**config.mk**
```make
export PLATFORM = sky130hd
export DESIGN_NAME = vfl_core
export DESIGN_NICKNAME = d
export VERILOG_FILES = /design/src/inc/vfl_pkg.sv /design/src/core/vfl_core.sv /design/src/core/vfl_ffr_mem.sv
export VERILOG_INCLUDE_DIRS = /design/src /design/src/inc
export SDC_FILE = /design/constraint.sdc
export NUM_CORES = 1
export LEC_CHECK = 0
export ABC_AREA = 0
export BUFFER_PORTS_ARGS = -buffer_cell sky130_fd_sc_hd__buf_2
export CAP_MARGIN = 5
export CORE_MARGIN = 2
export CORE_UTILIZATION = 45
export DETAILED_ROUTE_END_ITERATION = 6
export PLACE_DENSITY = 0.78
export SKIP_LAST_GASP = 1
export SYNTH_ARGS = -nofsm -noshare
export SYNTH_HDL_FRONTEND = slang
export SYNTH_SLANG_ARGS = --single-unit
```
**constraint.sdc**
```tcl
create_clock -name clk_i -period 7.4 [get_ports clk_i]
set_input_delay 0.74 -clock clk_i [delete_from_list [all_inputs] [get_ports clk_i]]
set_output_delay 0.74 -clock clk_i [all_outputs]
set_load 0.01 [all_outputs]
```
**src/inc/vfl_defs.svh**
```systemverilog
/*
  Constants for the vector fault and length control block.
  Assumes inclusion by bare name from the inc folder.
*/
`ifndef VFL_DEFS_SVH
`define VFL_DEFS_SVH

`define VFL_EC_LOWER      6'h24
`define VFL_EC_SAME       6'h25
`define VFL_GRAN_BITS     128
`define VFL_MAX_LEN_CODE  4'hf
`define VFL_OFF_CTRL1     8'h00
`define VFL_OFF_CTRL2     8'h04
`define VFL_OFF_CTRL3     8'h08
`define VFL_OFF_ENABLE    8'h0c
`define VFL_OFF_EFF_LEN   8'h10
`define VFL_OFF_SYNDROME  8'h14
`define VFL_OFF_FAR_LO    8'h18
`define VFL_OFF_FAR_HI    8'h1c
`define VFL_OFF_FFR       8'h20
`define VFL_OFF_STATUS    8'h24
`define VFL_FAR_RESET     64'h0
`define VFL_ENABLE_RESET  4'h0

`endif

```
**src/inc/vfl_pkg.sv**
```systemverilog
/*
  Types for the vector fault and length control block.
  Assumes vfl_defs.svh is available on the include path.
*/
package vfl_pkg;

  typedef enum logic [1:0] {VFL_LD_NORMAL, VFL_LD_FIRST_FAULT, VFL_LD_NON_FAULT, VFL_ST} vfl_kind_e;

  typedef struct packed {
    logic        valid;
    logic        last;
    logic [5:0]  index;
    logic        active;
    logic        fault;
    logic        suppressed;
    logic        device_mem;
    logic        priv_ok;
    logic [63:0] low_addr;
  } vfl_elem_s;

  typedef struct packed {
    logic [1:0] cur_level;
    logic [1:0] target_level;
    logic       dest_is_base;
  } vfl_op_s;

endpackage

```
**src/core/vfl_core.sv**
```systemverilog
/*
  Vector fault reporting and vector length control with a Wishbone slave.
  Assumes a memory pipeline presenting one element result per cycle and a
  classic Wishbone master on the same clock.
*/
// Summary of operation
// - Synchronous load/store fault writes class code by source level, then aborts.
// - Fault address gets lowest address of reported active element.
// - Among several faults any one may be reported; first seen wins here.
// - Faulted load or store restarts from beginning on return.
// - Faulting store: non-faulting active locations unknown, others kept.
// - Faulting normal load: destination unknown unless also base/index, kept.
// - Non-fault load never traps nor updates syndrome or addresses.
// - Fault or suppression clears predicate from element upward, never set.
// - Active false element bytes: zero, old, or memory if allowed.
// - Inactive false element: zero or previous value.
// - True element: memory value if active, zero if inactive.
// - First-fault load: first active element behaves as normal load.
// - Faults are translation, non-stack alignment, external aborts, watchpoints.
// - Reads of non-first active elements may be suppressed.
// - Interrupted vector instruction restarts, never resumes.
// - Powers of two below maximum always selectable lengths.
// - Unsupported request rounds down; stored field unchanged.
// - Length limit is field plus one times 128 bits.
// - Bits beyond reduced length are inaccessible.
// - Newly exposed bits read zero or earlier value.
// - Disabled level uses field zero except direct reads.
// - All lower levels disabled: target level state preserved.
// - Predicate reads and writes occur in program order.
`timescale 1ns/1ps
`include "vfl_defs.svh"
module vfl_core
  import vfl_pkg::*;
#(
  parameter int       ELEMS     = 64,
  parameter int       MAX_CODE  = 15,
  parameter bit [15:0] SUPPORTED = 16'h808b
) (
  input  wire logic             clk_i,
  input  wire logic             rst_i,
  input  wire logic [7:0]       wb_adr_i,
  input  wire logic [31:0]      wb_dat_i,
  output logic      [31:0]      wb_dat_o,
  input  wire logic             wb_we_i,
  input  wire logic [3:0]       wb_sel_i,
  input  wire logic             wb_cyc_i,
  input  wire logic             wb_stb_i,
  output logic                  wb_ack_o,
  input  wire logic             op_start_i,
  input  wire vfl_kind_e        op_kind_i,
  input  wire vfl_op_s          op_info_i,
  input  wire vfl_elem_s        elem_i,
  input  wire logic             async_irq_i,
  output logic                  abort_o,
  output logic                  restart_o,
  output logic                  elem_unknown_o,
  output logic                  elem_keep_o,
  output logic                  elem_zero_o,
  output logic                  elem_use_mem_o,
  output logic      [ELEMS-1:0] ffr_o,
  output logic      [3:0]       eff_len_code_o,
  output logic      [ELEMS-1:0] access_mask_o,
  output logic                  preserve_state_o
);
  logic [3:0]  ctrl_len [1:3];
  logic [3:0]  level_en;
  logic [5:0]  syndrome_class;
  logic [63:0] fault_address_reg;
  logic        fault_seen;
  logic        fault_valid;
  logic        in_op;
  logic        first_pending;
  vfl_kind_e   kind;
  vfl_op_s     info;
  logic [3:0]  prev_len;
  logic        grow;

  initial
  begin
    if (MAX_CODE < 0 || MAX_CODE > 15 || ELEMS < 32 || ELEMS > 64)
    begin
      $error("vfl_core: unsupported parameters");
    end
  end

  // Fault classification
  wire is_first_active = first_pending && elem_i.active;
  wire ff_as_normal    = (kind == VFL_LD_FIRST_FAULT) && is_first_active;
  wire trapping        = (kind == VFL_LD_NORMAL) || (kind == VFL_ST) || ff_as_normal;
  wire elem_fault      = elem_i.valid && elem_i.active && elem_i.fault;
  wire nf_mode         = (kind == VFL_LD_NON_FAULT) || ((kind == VFL_LD_FIRST_FAULT) && !ff_as_normal);
  wire nf_drop         = elem_i.valid && elem_i.active && nf_mode
                         && (elem_i.fault || elem_i.suppressed || elem_i.device_mem);
  wire take_fault      = in_op && elem_fault && trapping && !fault_seen;
  wire same_level      = info.cur_level == info.target_level;
  wire [5:0] next_class = same_level ? `VFL_EC_SAME : `VFL_EC_LOWER;

  // Effective length per level
  logic [3:0] eff_code [1:3];
  genvar l;
  generate
    for (l = 1; l <= 3; l++)
    begin : g_lvl
      assign eff_code[l] = level_en[l] ? ctrl_len[l] : 4'h0;
    end
  endgenerate

  wire [1:0] cur_lvl  = op_info_i.cur_level;
  wire [3:0] req_lo   = (cur_lvl <= 2'd1) ? eff_code[1] : 4'hf;
  wire [3:0] req_mid  = (cur_lvl <= 2'd2 && eff_code[2] < req_lo) ? eff_code[2] : req_lo;
  wire [3:0] req_code = (eff_code[3] < req_mid) ? eff_code[3] : req_mid;
  wire [3:0] req_cap  = (req_code > 4'(MAX_CODE)) ? 4'(MAX_CODE) : req_code;

  // Round down to largest supported length
  logic [3:0] next_eff;
  always_comb
  begin
    next_eff = 4'h0;
    for (int i = 0; i < 16; i++)
    begin
      if (i <= int'(req_cap)
          && (SUPPORTED[i] || i == 0 || i == 1 || i == 3 || i == 7 || i == MAX_CODE))
      begin
        next_eff = 4'(i);
      end
    end
  end

  // Per-element accessibility mask
  genvar e;
  generate
    for (e = 0; e < ELEMS; e++)
    begin : g_acc
      assign access_mask_o[e] = e < ((int'(eff_len_code_o) + 1) * `VFL_GRAN_BITS / 8);
    end
  endgenerate

  // Wishbone decode
  wire wb_req = wb_cyc_i && wb_stb_i && !wb_ack_o;
  wire wb_wr  = wb_req && wb_we_i && (&wb_sel_i);

  // Predicate storage
  vfl_ffr_mem #(.ELEMS(ELEMS)) u_ffr (
    .clk_i      (clk_i),
    .rst_i      (rst_i),
    .set_all_i  (1'b0),
    .wr_i       (wb_wr && wb_adr_i == `VFL_OFF_FFR),
    .wdata_i    (ELEMS'({32'h0, wb_dat_i})),
    .clr_from_i (in_op && nf_drop),
    .clr_idx_i  (elem_i.index),
    .rdata_o    (ffr_o)
  );

  // Read selection
  logic [31:0] rd_mux;
  always_comb
  begin
    unique case (wb_adr_i)
      `VFL_OFF_CTRL1:    rd_mux = {28'h0, ctrl_len[1]};
      `VFL_OFF_CTRL2:    rd_mux = {28'h0, ctrl_len[2]};
      `VFL_OFF_CTRL3:    rd_mux = {28'h0, ctrl_len[3]};
      `VFL_OFF_ENABLE:   rd_mux = {28'h0, level_en};
      `VFL_OFF_EFF_LEN:  rd_mux = {28'h0, eff_len_code_o};
      `VFL_OFF_SYNDROME: rd_mux = {26'h0, syndrome_class};
      `VFL_OFF_FAR_LO:   rd_mux = fault_address_reg[31:0];
      `VFL_OFF_FAR_HI:   rd_mux = fault_address_reg[63:32];
      `VFL_OFF_FFR:      rd_mux = ffr_o[31:0];
      `VFL_OFF_STATUS:   rd_mux = {30'h0, in_op, fault_valid};
      default:           rd_mux = 32'h0;
    endcase
  end

  always_ff @(posedge clk_i)
  begin
    if (rst_i)
    begin
      wb_ack_o <= 1'b0;
      wb_dat_o <= 32'h0;
    end
    else
    begin
      wb_ack_o <= wb_req;
      wb_dat_o <= wb_req ? rd_mux : 32'h0;
    end
  end

  // Configuration registers; stored field kept as written
  always_ff @(posedge clk_i)
  begin
    if (rst_i)
    begin
      ctrl_len[1] <= 4'h0;
      ctrl_len[2] <= 4'h0;
      ctrl_len[3] <= 4'h0;
      level_en    <= `VFL_ENABLE_RESET;
    end
    else if (wb_wr)
    begin
      if (wb_adr_i == `VFL_OFF_CTRL1) ctrl_len[1] <= wb_dat_i[3:0];
      if (wb_adr_i == `VFL_OFF_CTRL2) ctrl_len[2] <= wb_dat_i[3:0];
      if (wb_adr_i == `VFL_OFF_CTRL3) ctrl_len[3] <= wb_dat_i[3:0];
      if (wb_adr_i == `VFL_OFF_ENABLE) level_en <= wb_dat_i[3:0];
    end
  end

  // Effective length and growth tracking
  always_ff @(posedge clk_i)
  begin
    if (rst_i)
    begin
      eff_len_code_o <= 4'h0;
      prev_len       <= 4'h0;
      grow           <= 1'b0;
    end
    else
    begin
      eff_len_code_o <= next_eff;
      prev_len       <= eff_len_code_o;
      grow           <= eff_len_code_o > prev_len;
    end
  end

  // Exposed bits keep earlier value; nothing is cleared on growth
  assign preserve_state_o = grow || (level_en[2:0] == 3'b000);

  // Operation tracking
  always_ff @(posedge clk_i)
  begin
    if (rst_i)
    begin
      in_op         <= 1'b0;
      first_pending <= 1'b0;
      kind          <= VFL_LD_NORMAL;
      info          <= '0;
      fault_seen    <= 1'b0;
    end
    else if (op_start_i)
    begin
      in_op         <= 1'b1;
      first_pending <= 1'b1;
      kind          <= op_kind_i;
      info          <= op_info_i;
      fault_seen    <= 1'b0;
    end
    else if (in_op)
    begin
      if (elem_i.valid && elem_i.active)
      begin
        first_pending <= 1'b0;
      end
      if (take_fault || async_irq_i || (elem_i.valid && elem_i.last))
      begin
        in_op <= 1'b0;
      end
      if (take_fault)
      begin
        fault_seen <= 1'b1;
      end
    end
  end

  // Syndrome and fault address, never touched by non-fault loads
  always_ff @(posedge clk_i)
  begin
    if (rst_i)
    begin
      syndrome_class    <= 6'h0;
      fault_address_reg <= `VFL_FAR_RESET;
      fault_valid       <= 1'b0;
    end
    else if (take_fault)
    begin
      syndrome_class    <= next_class;
      fault_address_reg <= elem_i.low_addr;
      fault_valid       <= 1'b1;
    end
    else if (wb_wr && wb_adr_i == `VFL_OFF_STATUS && wb_dat_i[0])
    begin
      fault_valid <= 1'b0;
    end
  end

  // Abort and restart pulses
  always_ff @(posedge clk_i)
  begin
    if (rst_i)
    begin
      abort_o   <= 1'b0;
      restart_o <= 1'b0;
    end
    else
    begin
      abort_o   <= take_fault;
      restart_o <= take_fault || (in_op && async_irq_i);
    end
  end

  // Per-element destination policy
  wire st_kind = (kind == VFL_ST);
  wire ld_trap = (kind == VFL_LD_NORMAL) || ff_as_normal;
  always_ff @(posedge clk_i)
  begin
    if (rst_i)
    begin
      elem_unknown_o <= 1'b0;
      elem_keep_o    <= 1'b0;
      elem_zero_o    <= 1'b0;
      elem_use_mem_o <= 1'b0;
    end
    else
    begin
      elem_unknown_o <= elem_i.valid && ((st_kind && elem_i.active && !elem_i.fault)
                        || (ld_trap && elem_fault && !info.dest_is_base));
      elem_keep_o    <= elem_i.valid && ((st_kind && (!elem_i.active || elem_i.fault))
                        || (ld_trap && elem_fault && info.dest_is_base)
                        || (nf_mode && elem_i.active && nf_drop));
      elem_zero_o    <= elem_i.valid && !elem_i.active && !st_kind;
      elem_use_mem_o <= elem_i.valid && elem_i.active && !st_kind && !elem_fault
                        && !nf_drop && elem_i.priv_ok;
    end
  end
endmodule

```
**src/core/vfl_ffr_mem.sv**
```systemverilog
/*
  First-fault predicate storage, one bit per element, registered read.
  Assumes a single clock and synchronous active-high reset.
*/
`timescale 1ns/1ps
module vfl_ffr_mem #(
  parameter int ELEMS = 64
) (
  input  wire logic             clk_i,
  input  wire logic             rst_i,
  input  wire logic             set_all_i,
  input  wire logic             wr_i,
  input  wire logic [ELEMS-1:0] wdata_i,
  input  wire logic             clr_from_i,
  input  wire logic [5:0]       clr_idx_i,
  output logic      [ELEMS-1:0] rdata_o
);
  logic [ELEMS-1:0] bits;
  logic [ELEMS-1:0] clr_mask;

  initial
  begin
    if (ELEMS < 1 || ELEMS > 64)
    begin
      $error("vfl_ffr_mem: ELEMS out of range");
    end
  end

  // Mask of element index and above
  genvar g;
  generate
    for (g = 0; g < ELEMS; g++)
    begin : g_mask
      assign clr_mask[g] = clr_from_i && (6'(g) >= clr_idx_i);
    end
  endgenerate

  always_ff @(posedge clk_i)
  begin
    if (rst_i)
    begin
      bits <= '1;
    end
    else if (set_all_i)
    begin
      bits <= '1;
    end
    else if (wr_i)
    begin
      bits <= wdata_i;
    end
    else
    begin
      bits <= bits & ~clr_mask;
    end
  end

  always_ff @(posedge clk_i)
  begin
    if (rst_i)
    begin
      rdata_o <= '1;
    end
    else
    begin
      rdata_o <= bits;
    end
  end
endmodule

```
==> results.cfg, run 1 <==
[run_status]
status = finished, final reports clean

[power_and_ir_drop]
power.density_nw_per_um2 = 240
p_leak_nw = 5.44
ir_worst_vdd_v = 0.000200

[logic_synthesis]
async_reset_ff_frac = 0
synth_xor_area_frac = 0.00161
yosys-mux-area-fraction = 0.0240
syn-num-nets = 1403
synth_cell_types = 66
synth-edff-count = 12
synth_top_area_frac = 0.474
syn_avg_cell_area_um2 = 8.66
post_synth_instance_area_um2 = 10900
postSynthCellCount = 1253
synth_top_family_by_area = simple AND/OR/NAND/NOR gates
synthTopCellsByArea = dfxtp_1 (47%), nand2_1 (8.8%), a21oi_1 (6.1%)
synth_top_area_cell = dfxtp_1
synth_compound_gate_area_share = 0.154
yosys.area_share.simple = 0.216
ys_ff_latch = 269
synth_ff_type = dfxtp_1
yosysSeqAreaShare = 0.507
synthAdderAreaFrac = 0.0173
yosysWarnings = 0

[timing]
setup_ws_ns = 3.81
final-hold-violation-count = 0
finalSetupViolations = 0
tns_ns = 0
fmax_mhz = 279
slew_headroom = 0.288
rsz0062_at_grt = false
maxSlewViolCount = 0
min_period_ns = 3.59
tightest_slew_ns = 1.06
fin_skew_ns = 0.0126
period_share = 0.485

[setup_path]
max_stage_delay_ns = 0.50
endpoint_kind = flop
cp-start-kind = flop
critPathKind = reg -> reg
required_ns = 7.84
path_max_fanout = 9
critPathSlowestCell = dfxtp_1
crit_top_cell = a21oi_1
cp.arrival_ns = 4.03
crit_chain = a21oi_1 -> ha_1 -> a221o_1 -> a21oi_1 -> mux2_2 -> ha_1 -> a21o_1 -> a21oi_1 -> inv_1 -> o311a_1 -> mux2_4 -> o31ai_2

[cells_and_area]
fin_nets = 1606
drive_above_1_share = 0.315
area_growth_pct = 20.6

[clocking]
clk_latency_ns = 0.53
ctsResizeCount = 0
path_clk_slew_ns = 0.06
clockBufferDepth = 3
cts_buffers = 28
cts_sinks = 269
cts_tree = done
htree_levels = 1
cts_hold_buffers = 0
ctsRootBufferMaster = clkbuf_16
post-cts-setup-buffers = 0

[global_routing]
grt_pass1_wl_um = 48300
antenna_found_initial = 4
grt_usage = 0.234
grt_max_degree = 120
grt_overflow = 0
grt_pass1_vias = 8938

[detailed_routing]
firstDrtPassIters = 6
routed_wl_um = 31200
drcViolationCount = 0
vias = 9526
vias_per_cell = 5.29
ant_nets = 0
drt-initial-drc-count = 844
routedWlPerCell_um = 17.3

[floorplanning]
die_h_um = 159
ios = 307
die_area_um2 = 25400
core_area_um2 = 23500
rows = 56
initial_core_util = 0.461
dieWidth_um = 159

[place]
place_worst_setup_slack_ns = 3.43
portBuffers = 306
dp_hpwl_um = 22000
place.gp.congestion = 0.894

[job]
max_cap_viol_count = 0

[min_path]
hold_class = in -> reg
[cell families (layout without fill, tap and decap cells)]
| logic type | count (synthesis) | count (layout) |
|---|---|---|
| AND/OR/NAND/NOR | 511 | 511 |
| adder cells (fa/ha/maj) | 15 | 15 |
| buffers and inverters | 162 | 387 |
| multiplexers | 24 | 24 |
| flip-flops | 269 | 269 |
| AO/OA/AOI/OAI | 270 | 270 |
| other | 0 | 3 |
| XOR/XNOR | 2 | 2 |
[metrics by stage]
step           area [um2]  hold WS, ns  power (mW)   util  instances
6_report            13100        0.417        3.15  0.556       1800
5_1_grt             13100        0.419        3.25  0.556       1799
4_1_cts             13100        0.396        3.18  0.556       1797
3_5_place_dp        12100        0.427        1.69  0.514       1745
3_3_place_gp        12100        0.422        1.69  0.514       1745
2_1_floorplan       10900        0.410        1.63      -       1253
[layout by cell type, fill, tap and decap left out, types with 4 or more instances in the layout]
cell	Yosys	routed
or3_1	5	5
a22oi_2	10	10
a222oi_1	15	15
or2_2	65	65
nor2b_1	8	8
inv_1	18	18
clkbuf_8	0	5
clkbuf_1	63	5
clkbuf_16	0	29
o21ai_0	65	65
a221oi_1	8	8
dfxtp_1	257	257
and2_1	15	15
ha_1	15	15
nor3_1	12	11
buf_4	62	10
nand2b_1	6	6
nand3_1	56	55
a21oi_1	132	132
a21oi_2	11	11
buf_2	7	305
edfxtp_1	12	12
nor2_1	67	65
bufinv_16	0	4
nand2_1	254	254
clkinv_2	0	5
mux2i_1	20	20
[metal layers]
layer	vias to the layer above	wire, um	GRT usage
li1	4594	-	-
met1	4421	13300	0.312
met2	453	14500	0.389
met3	58	2460	0.0445
met4	0	897	0.0657
met5	-	0	0.00189
[report_power, final]
part / internal [mW] / switching [mW]
Combinational: 0.0679 / 0.109
Clock: 0.908 / 0.577
Sequential: 1.48 / 0.0118
Total: 2.45 / 0.697
[path summary, 6_finish.rpt]
path                        startpoint                      endpoint  slack [ns]  cells after the start
max           level_en[1]$_SDFFE_PP0P_  eff_len_code_o[2]$_SDFF_PP0_        3.81                     12
min                       wb_dat_i[26]     u_ffr.bits[26]$_SDFF_PP1_        0.42                      3
max reg2reg   level_en[1]$_SDFFE_PP0P_  eff_len_code_o[2]$_SDFF_PP0_        3.81                     12
min reg2reg  u_ffr.bits[51]$_SDFF_PP1_     u_ffr.bits[51]$_SDFF_PP1_        0.44                      2
[worst max-delay path, delay by kind of cell (launching register included)]
family | cells | cell delay (ns)
AO/OA/AOI/OAI | 7 | 1.67
adder cells (fa/ha/maj) | 2 | 0.55
buffers and inverters | 1 | 0.06
flip-flops | 1 | 0.50
multiplexers | 2 | 0.73
[synthesized netlist by cell type (2+ instances only)]
master / instances
clkbuf_1: 63
inv_1: 18
a31oi_1: 3
buf_1: 9
o22ai_1: 2
a21oi_1: 132
a222oi_1: 15
ha_1: 15
buf_4: 62
nor3_1: 12
nor4_1: 3
a21oi_2: 11
nand4_1: 3
dfxtp_1: 257
nand2_1: 254
nand3_1: 56
a41o_1: 3
mux2i_1: 20
xnor2_1: 2
a221oi_1: 8
nor2b_1: 8
o21ai_0: 65
buf_2: 7
nand3b_1: 2
nor2_1: 67
edfxtp_1: 12
or2_2: 65
nor3_2: 2
and3_1: 2
nand4b_1: 2
a22oi_1: 3
mux2_2: 2
o31ai_1: 3
or3_1: 5
nand2b_1: 6
and2_1: 15
a22oi_2: 10
[area by class of cell]
cell class / count / area (um2)
tap: 319 / 399
timing repair buffer: 316 / 1610
clock buffer: 39 / 813
antenna: 3 / 7.51
fill: 2172 / 10500
multi-input combinational: 822 / 4510
clock inverter: 13 / 174
sequential: 269 / 5510
inverter: 19 / 71.3
Note: power is estimated with default switching activity, not from simulation.
==> run 2: changes to the inputs <==
- clock period: 7.4 -> 3.7 ns (I/O delays scaled with it)
==> results.cfg, run 2 (synthesis gave the netlist of run 1 again) <==
[detailed_routing]
firstDrtPassIters = 7
routed_wl_um = 31200
routedWlPerCell_um = 17.3
ant_nets = 0
vias = 9552
vias_per_cell = 5.30
drt-initial-drc-count = 929
drcViolationCount = 7

[setup_path]
path_max_fanout = 4
reg2reg_depth = 12
critPathKind = reg -> reg
r2r_start = ctrl_len[0][7]$_SDFFCE_PN0P_
r2r_slack_ns = 0.23
r2r_end = eff_len_code_o[2]$_SDFF_PP0_
required_ns = 4.15
crit_end = eff_len_code_o[2]$_SDFF_PP0_
cp-start-kind = flop
crit_path_start = ctrl_len[0][7]$_SDFFCE_PN0P_
cp.arrival_ns = 3.92
endpoint_kind = flop

[global_routing]
grt_pass1_wl_um = 48700
grt_usage = 0.237
grt.met3_usage = 0.0432
grt_pass1_vias = 9020
use_met1 = 0.319
antenna_found_initial = 2
top_usage_layer = met2
grt_max_degree = 101
use_met2 = 0.385
grt_overflow = 0

[floorplanning]
initial_core_util = 0.461
rows = 56
die_h_um = 159
core_area_um2 = 23500
die_area_um2 = 25400
ios = 307
dieWidth_um = 159

[timing]
maxSlewViolCount = 0
tns_ns = 0
finalSetupViolations = 0
min_period_ns = 3.47
fmax_mhz = 289
rsz0062_at_grt = false
slew_headroom = 0.273
tightest_slew_ns = 1.08
period_share = 0.937
hold_ws_ns = 0.0461
setup_ws_ns = 0.234
final-hold-violation-count = 0
fin_skew_ns = 0.00802

[clocking]
clk_latency_ns = 0.53
cts_tree = done
htree_levels = 1
cts_hold_buffers = 0
path_clk_slew_ns = 0.06
post-cts-setup-buffers = 0
clockBufferDepth = 3
ctsRootBufferMaster = clkbuf_16
cts_sinks = 269
ctsResizeCount = 0
cts_buffers = 28

[cells_and_area]
area_growth_pct = 20.8
fin_nets = 1609
final_common_cell = buf_2
drive_above_1_share = 0.320
finalNonFillerCells = 1801
final_cell_mix = buf_2 (305), dfxtp_1 (255), nand2_1 (254)
fin_util = 0.557
finalInstanceArea_um2 = 13100

[place]
dp_cells = 1748
portBuffers = 306
placed_area_um2 = 12100
place_worst_setup_slack_ns = 0.160
place.gp.congestion = 0.907
dp_hpwl_um = 22000

[job]
max_cap_viol_count = 0

[run_status]
violations = design-rule violations
status = finished with violations

[power_and_ir_drop]
ir_worst_vdd_v = 0.000329
p_leak_nw = 5.46
power_mw = 6.28
power.density_nw_per_um2 = 479

[min_path]
hold_class = in -> reg
## run 2: cell count changes in the layout (fill, tap and decap cells not counted), sizes merged
cell      previous run  this run
inv                 21        18
clkinv               6        10
diode                3         2
clkbuf              39        36
buf                316       319
clkinvlp             1         2
## run 2: power by group
group          switching, mW  internal, mW  leakage [nW]
Combinational          0.219         0.137          2.77
Sequential            0.0226          2.95          2.20
Clock                   1.15          1.80         0.488
## run 2: worst min-delay path by stage
stage                              startpoint                           end  slack, ns  cells past startpoint
floorplan           u_ffr.bits[10]$_SDFF_PP1_  u_ffr.rdata_o[10]$_SDFF_PP1_       0.41                      1
finish                            wb_dat_i[5]      u_ffr.bits[5]$_SDFF_PP1_       0.05                      3
global route                     wb_dat_i[26]     u_ffr.bits[26]$_SDFF_PP1_       0.05                      3
global placement     u_ffr.bits[5]$_SDFF_PP1_   u_ffr.rdata_o[5]$_SDFF_PP1_       0.42                      1
detailed placement   u_ffr.bits[4]$_SDFF_PP1_   u_ffr.rdata_o[4]$_SDFF_PP1_       0.42                      1
CTS                               wb_dat_i[4]      u_ffr.bits[4]$_SDFF_PP1_       0.03                      3
## run 2: metal layers
metal / wire length [um] / vias up
li1: - / 4588
met3: 2420 / 70
met2: 14400 / 441
met1: 13500 / 4453
met5: 0 / -
met4: 972 / 0
## run 2: critical path, stage by stage, from the launching register on
cell,delay [ns]
edfxtp_1,0.39
a21oi_1,0.21
ha_1,0.28
a221o_1,0.37
a21oi_2,0.17
mux2_2,0.38
ha_1,0.21
a21o_1,0.17
a21oi_1,0.24
inv_1,0.08
o311a_1,0.35
mux2_4,0.33
o31ai_2,0.20
## run 2: final cells by class
cell class,count,area (um2)
fillers,2098,10400
flip-flops and latches,269,5510
multi-input cells,822,4510
repair buffers,319,1640
clock buffers,36,802
well taps,319,399
clock inverters,15,184
inverters,19,71.3
diodes,2,5.00
==> run 3: changes to the inputs <==
- CAP_MARGIN: 5 -> 20
- CORE_ASPECT_RATIO: unset -> 1.4
==> results.cfg, run 3 (synthesis gave the netlist of run 1 again) <==
[run_status]
status = finished, final reports clean

[floorplanning]
core_area_um2 = 23800
rows = 67
ios = 307
die_h_um = 188
dieWidth_um = 135
initial_core_util = 0.456
die_area_um2 = 25400

[cells_and_area]
final_cell_mix = buf_2 (306), dfxtp_1 (256), nand2_1 (254)
fin_nets = 1612
finalInstanceArea_um2 = 13100
drive_above_1_share = 0.322
final_common_cell = buf_2
area_growth_pct = 20.5
fin_util = 0.550

[place]
portBuffers = 306
dp_hpwl_um = 21400
place.gp.congestion = 0.886
place_worst_setup_slack_ns = 0.149
placed_area_um2 = 12100

[detailed_routing]
routedWlPerCell_um = 16.8
routed_wl_um = 30100
firstDrtPassIters = 6
ant_nets = 0
vias = 9433
vias_per_cell = 5.26
drt-initial-drc-count = 703
drcViolationCount = 0

[setup_path]
r2r_start = level_en[2]$_SDFFE_PP0P_
cp.arrival_ns = 3.89
required_ns = 4.14
endpoint_kind = flop
path_max_fanout = 8
cp-start-kind = flop
crit_path_start = level_en[2]$_SDFFE_PP0P_
critPathKind = reg -> reg

[timing]
tns_ns = 0
final-hold-violation-count = 0
maxSlewViolCount = 0
fin_skew_ns = 0.0175
tightest_slew_ns = 1.04
min_period_ns = 3.44
slew_headroom = 0.304
finalSetupViolations = 0
rsz0062_at_grt = false
fmax_mhz = 290
period_share = 0.931
setup_ws_ns = 0.257
hold_ws_ns = 0.0464

[min_path]
holdCritStartpoint = wb_dat_i[23]
hold_class = in -> reg

[clocking]
htree_levels = 1
path_clk_slew_ns = 0.06
cts_tree = done
ctsRootBufferMaster = clkbuf_16
cts_hold_buffers = 0
cts_buffers = 26
cts_sinks = 269
clockBufferDepth = 3
clk_latency_ns = 0.54
post-cts-setup-buffers = 0

[power_and_ir_drop]
p_leak_nw = 5.46
ir_worst_vdd_v = 0.000396
power.density_nw_per_um2 = 470

[global_routing]
grt.met3_usage = 0.0287
use_met2 = 0.399
use_met1 = 0.284
grt_usage = 0.229
grt_pass1_wl_um = 46700
grt_max_degree = 81
top_usage_layer = met2
grt_overflow = 0
antenna_found_initial = 1
grt_pass1_vias = 9012

[job]
max_cap_viol_count = 0
[run 3: changes by cell type in the layout (fill, tap and decap cells not counted), sizes merged]
cell / previous run / this run
buf: 319 / 324
clkbuf: 36 / 30
clkinv: 10 / 12
diode: 2 / 1
inv: 18 / 19
[run 3: report_power, final]
group / internal (mW) / leakage [nW] / switching (mW) / total (mW)
combinational: 0.138 / 2.80 / 0.220 / 0.358
sequential: 2.95 / 2.20 / 0.0226 / 2.97
clock: 1.68 / 0.462 / 1.14 / 2.82
[run 3: cell type report]
class / instances / area (um2)
flip-flops and latches: 269 / 5510
clock inverters: 18 / 214
diodes: 1 / 2.50
multi-input cells: 822 / 4510
well taps: 310 / 388
inverters: 19 / 71.3
repair buffers: 324 / 1670
clock buffers: 30 / 717
fillers: 2186 / 10700
[run 3: path summary, 6_finish.rpt]
check / slack (ns) / depth (start not counted) / to
worst max-delay path: 0.26 / 13 / eff_len_code_o[2]$_SDFF_PP0_
worst min-delay path: 0.05 / 3 / u_ffr.bits[23]$_SDFF_PP1_
worst max register to register: 0.26 / 13 / eff_len_code_o[2]$_SDFF_PP0_
worst min register to register: 0.44 / 1 / u_ffr.rdata_o[3]$_SDFF_PP1_
[run 3: metrics by stage]
step	instances	power, mW
6_report	1793	6.15
5_1_grt	1793	6.35
4_1_cts	1791	6.20
3_5_place_dp	1743	3.39
3_3_place_gp	1743	3.38
2_1_floorplan	1253	3.25
[run 3: layer usage]
metal  vias up  part of all wire
li1       4594                 -
met1      4352              0.41
met2       415              0.48
met4         0             0.037
met5         -                 0
met3        72             0.066
[run 3: critical path: stages (launching register included)]
cell and delay [ns]:
dfxtp_1 0.49, nand2_1 0.11, inv_1 0.07, ha_1 0.24, a221o_1 0.37, a21oi_2 0.16
mux2_2 0.38, ha_1 0.20, a21o_1 0.17, a21oi_1 0.20, inv_1 0.07, o311a_1 0.35
mux2_4 0.33, o31ai_2 0.21
[run 3: timing repair]
action | 4_1_cts | 5_1_grt
hold endpoints to repair | 0 | 0
endpoints found under the setup margin | 0 | 4
resized for setup | 0 | 2
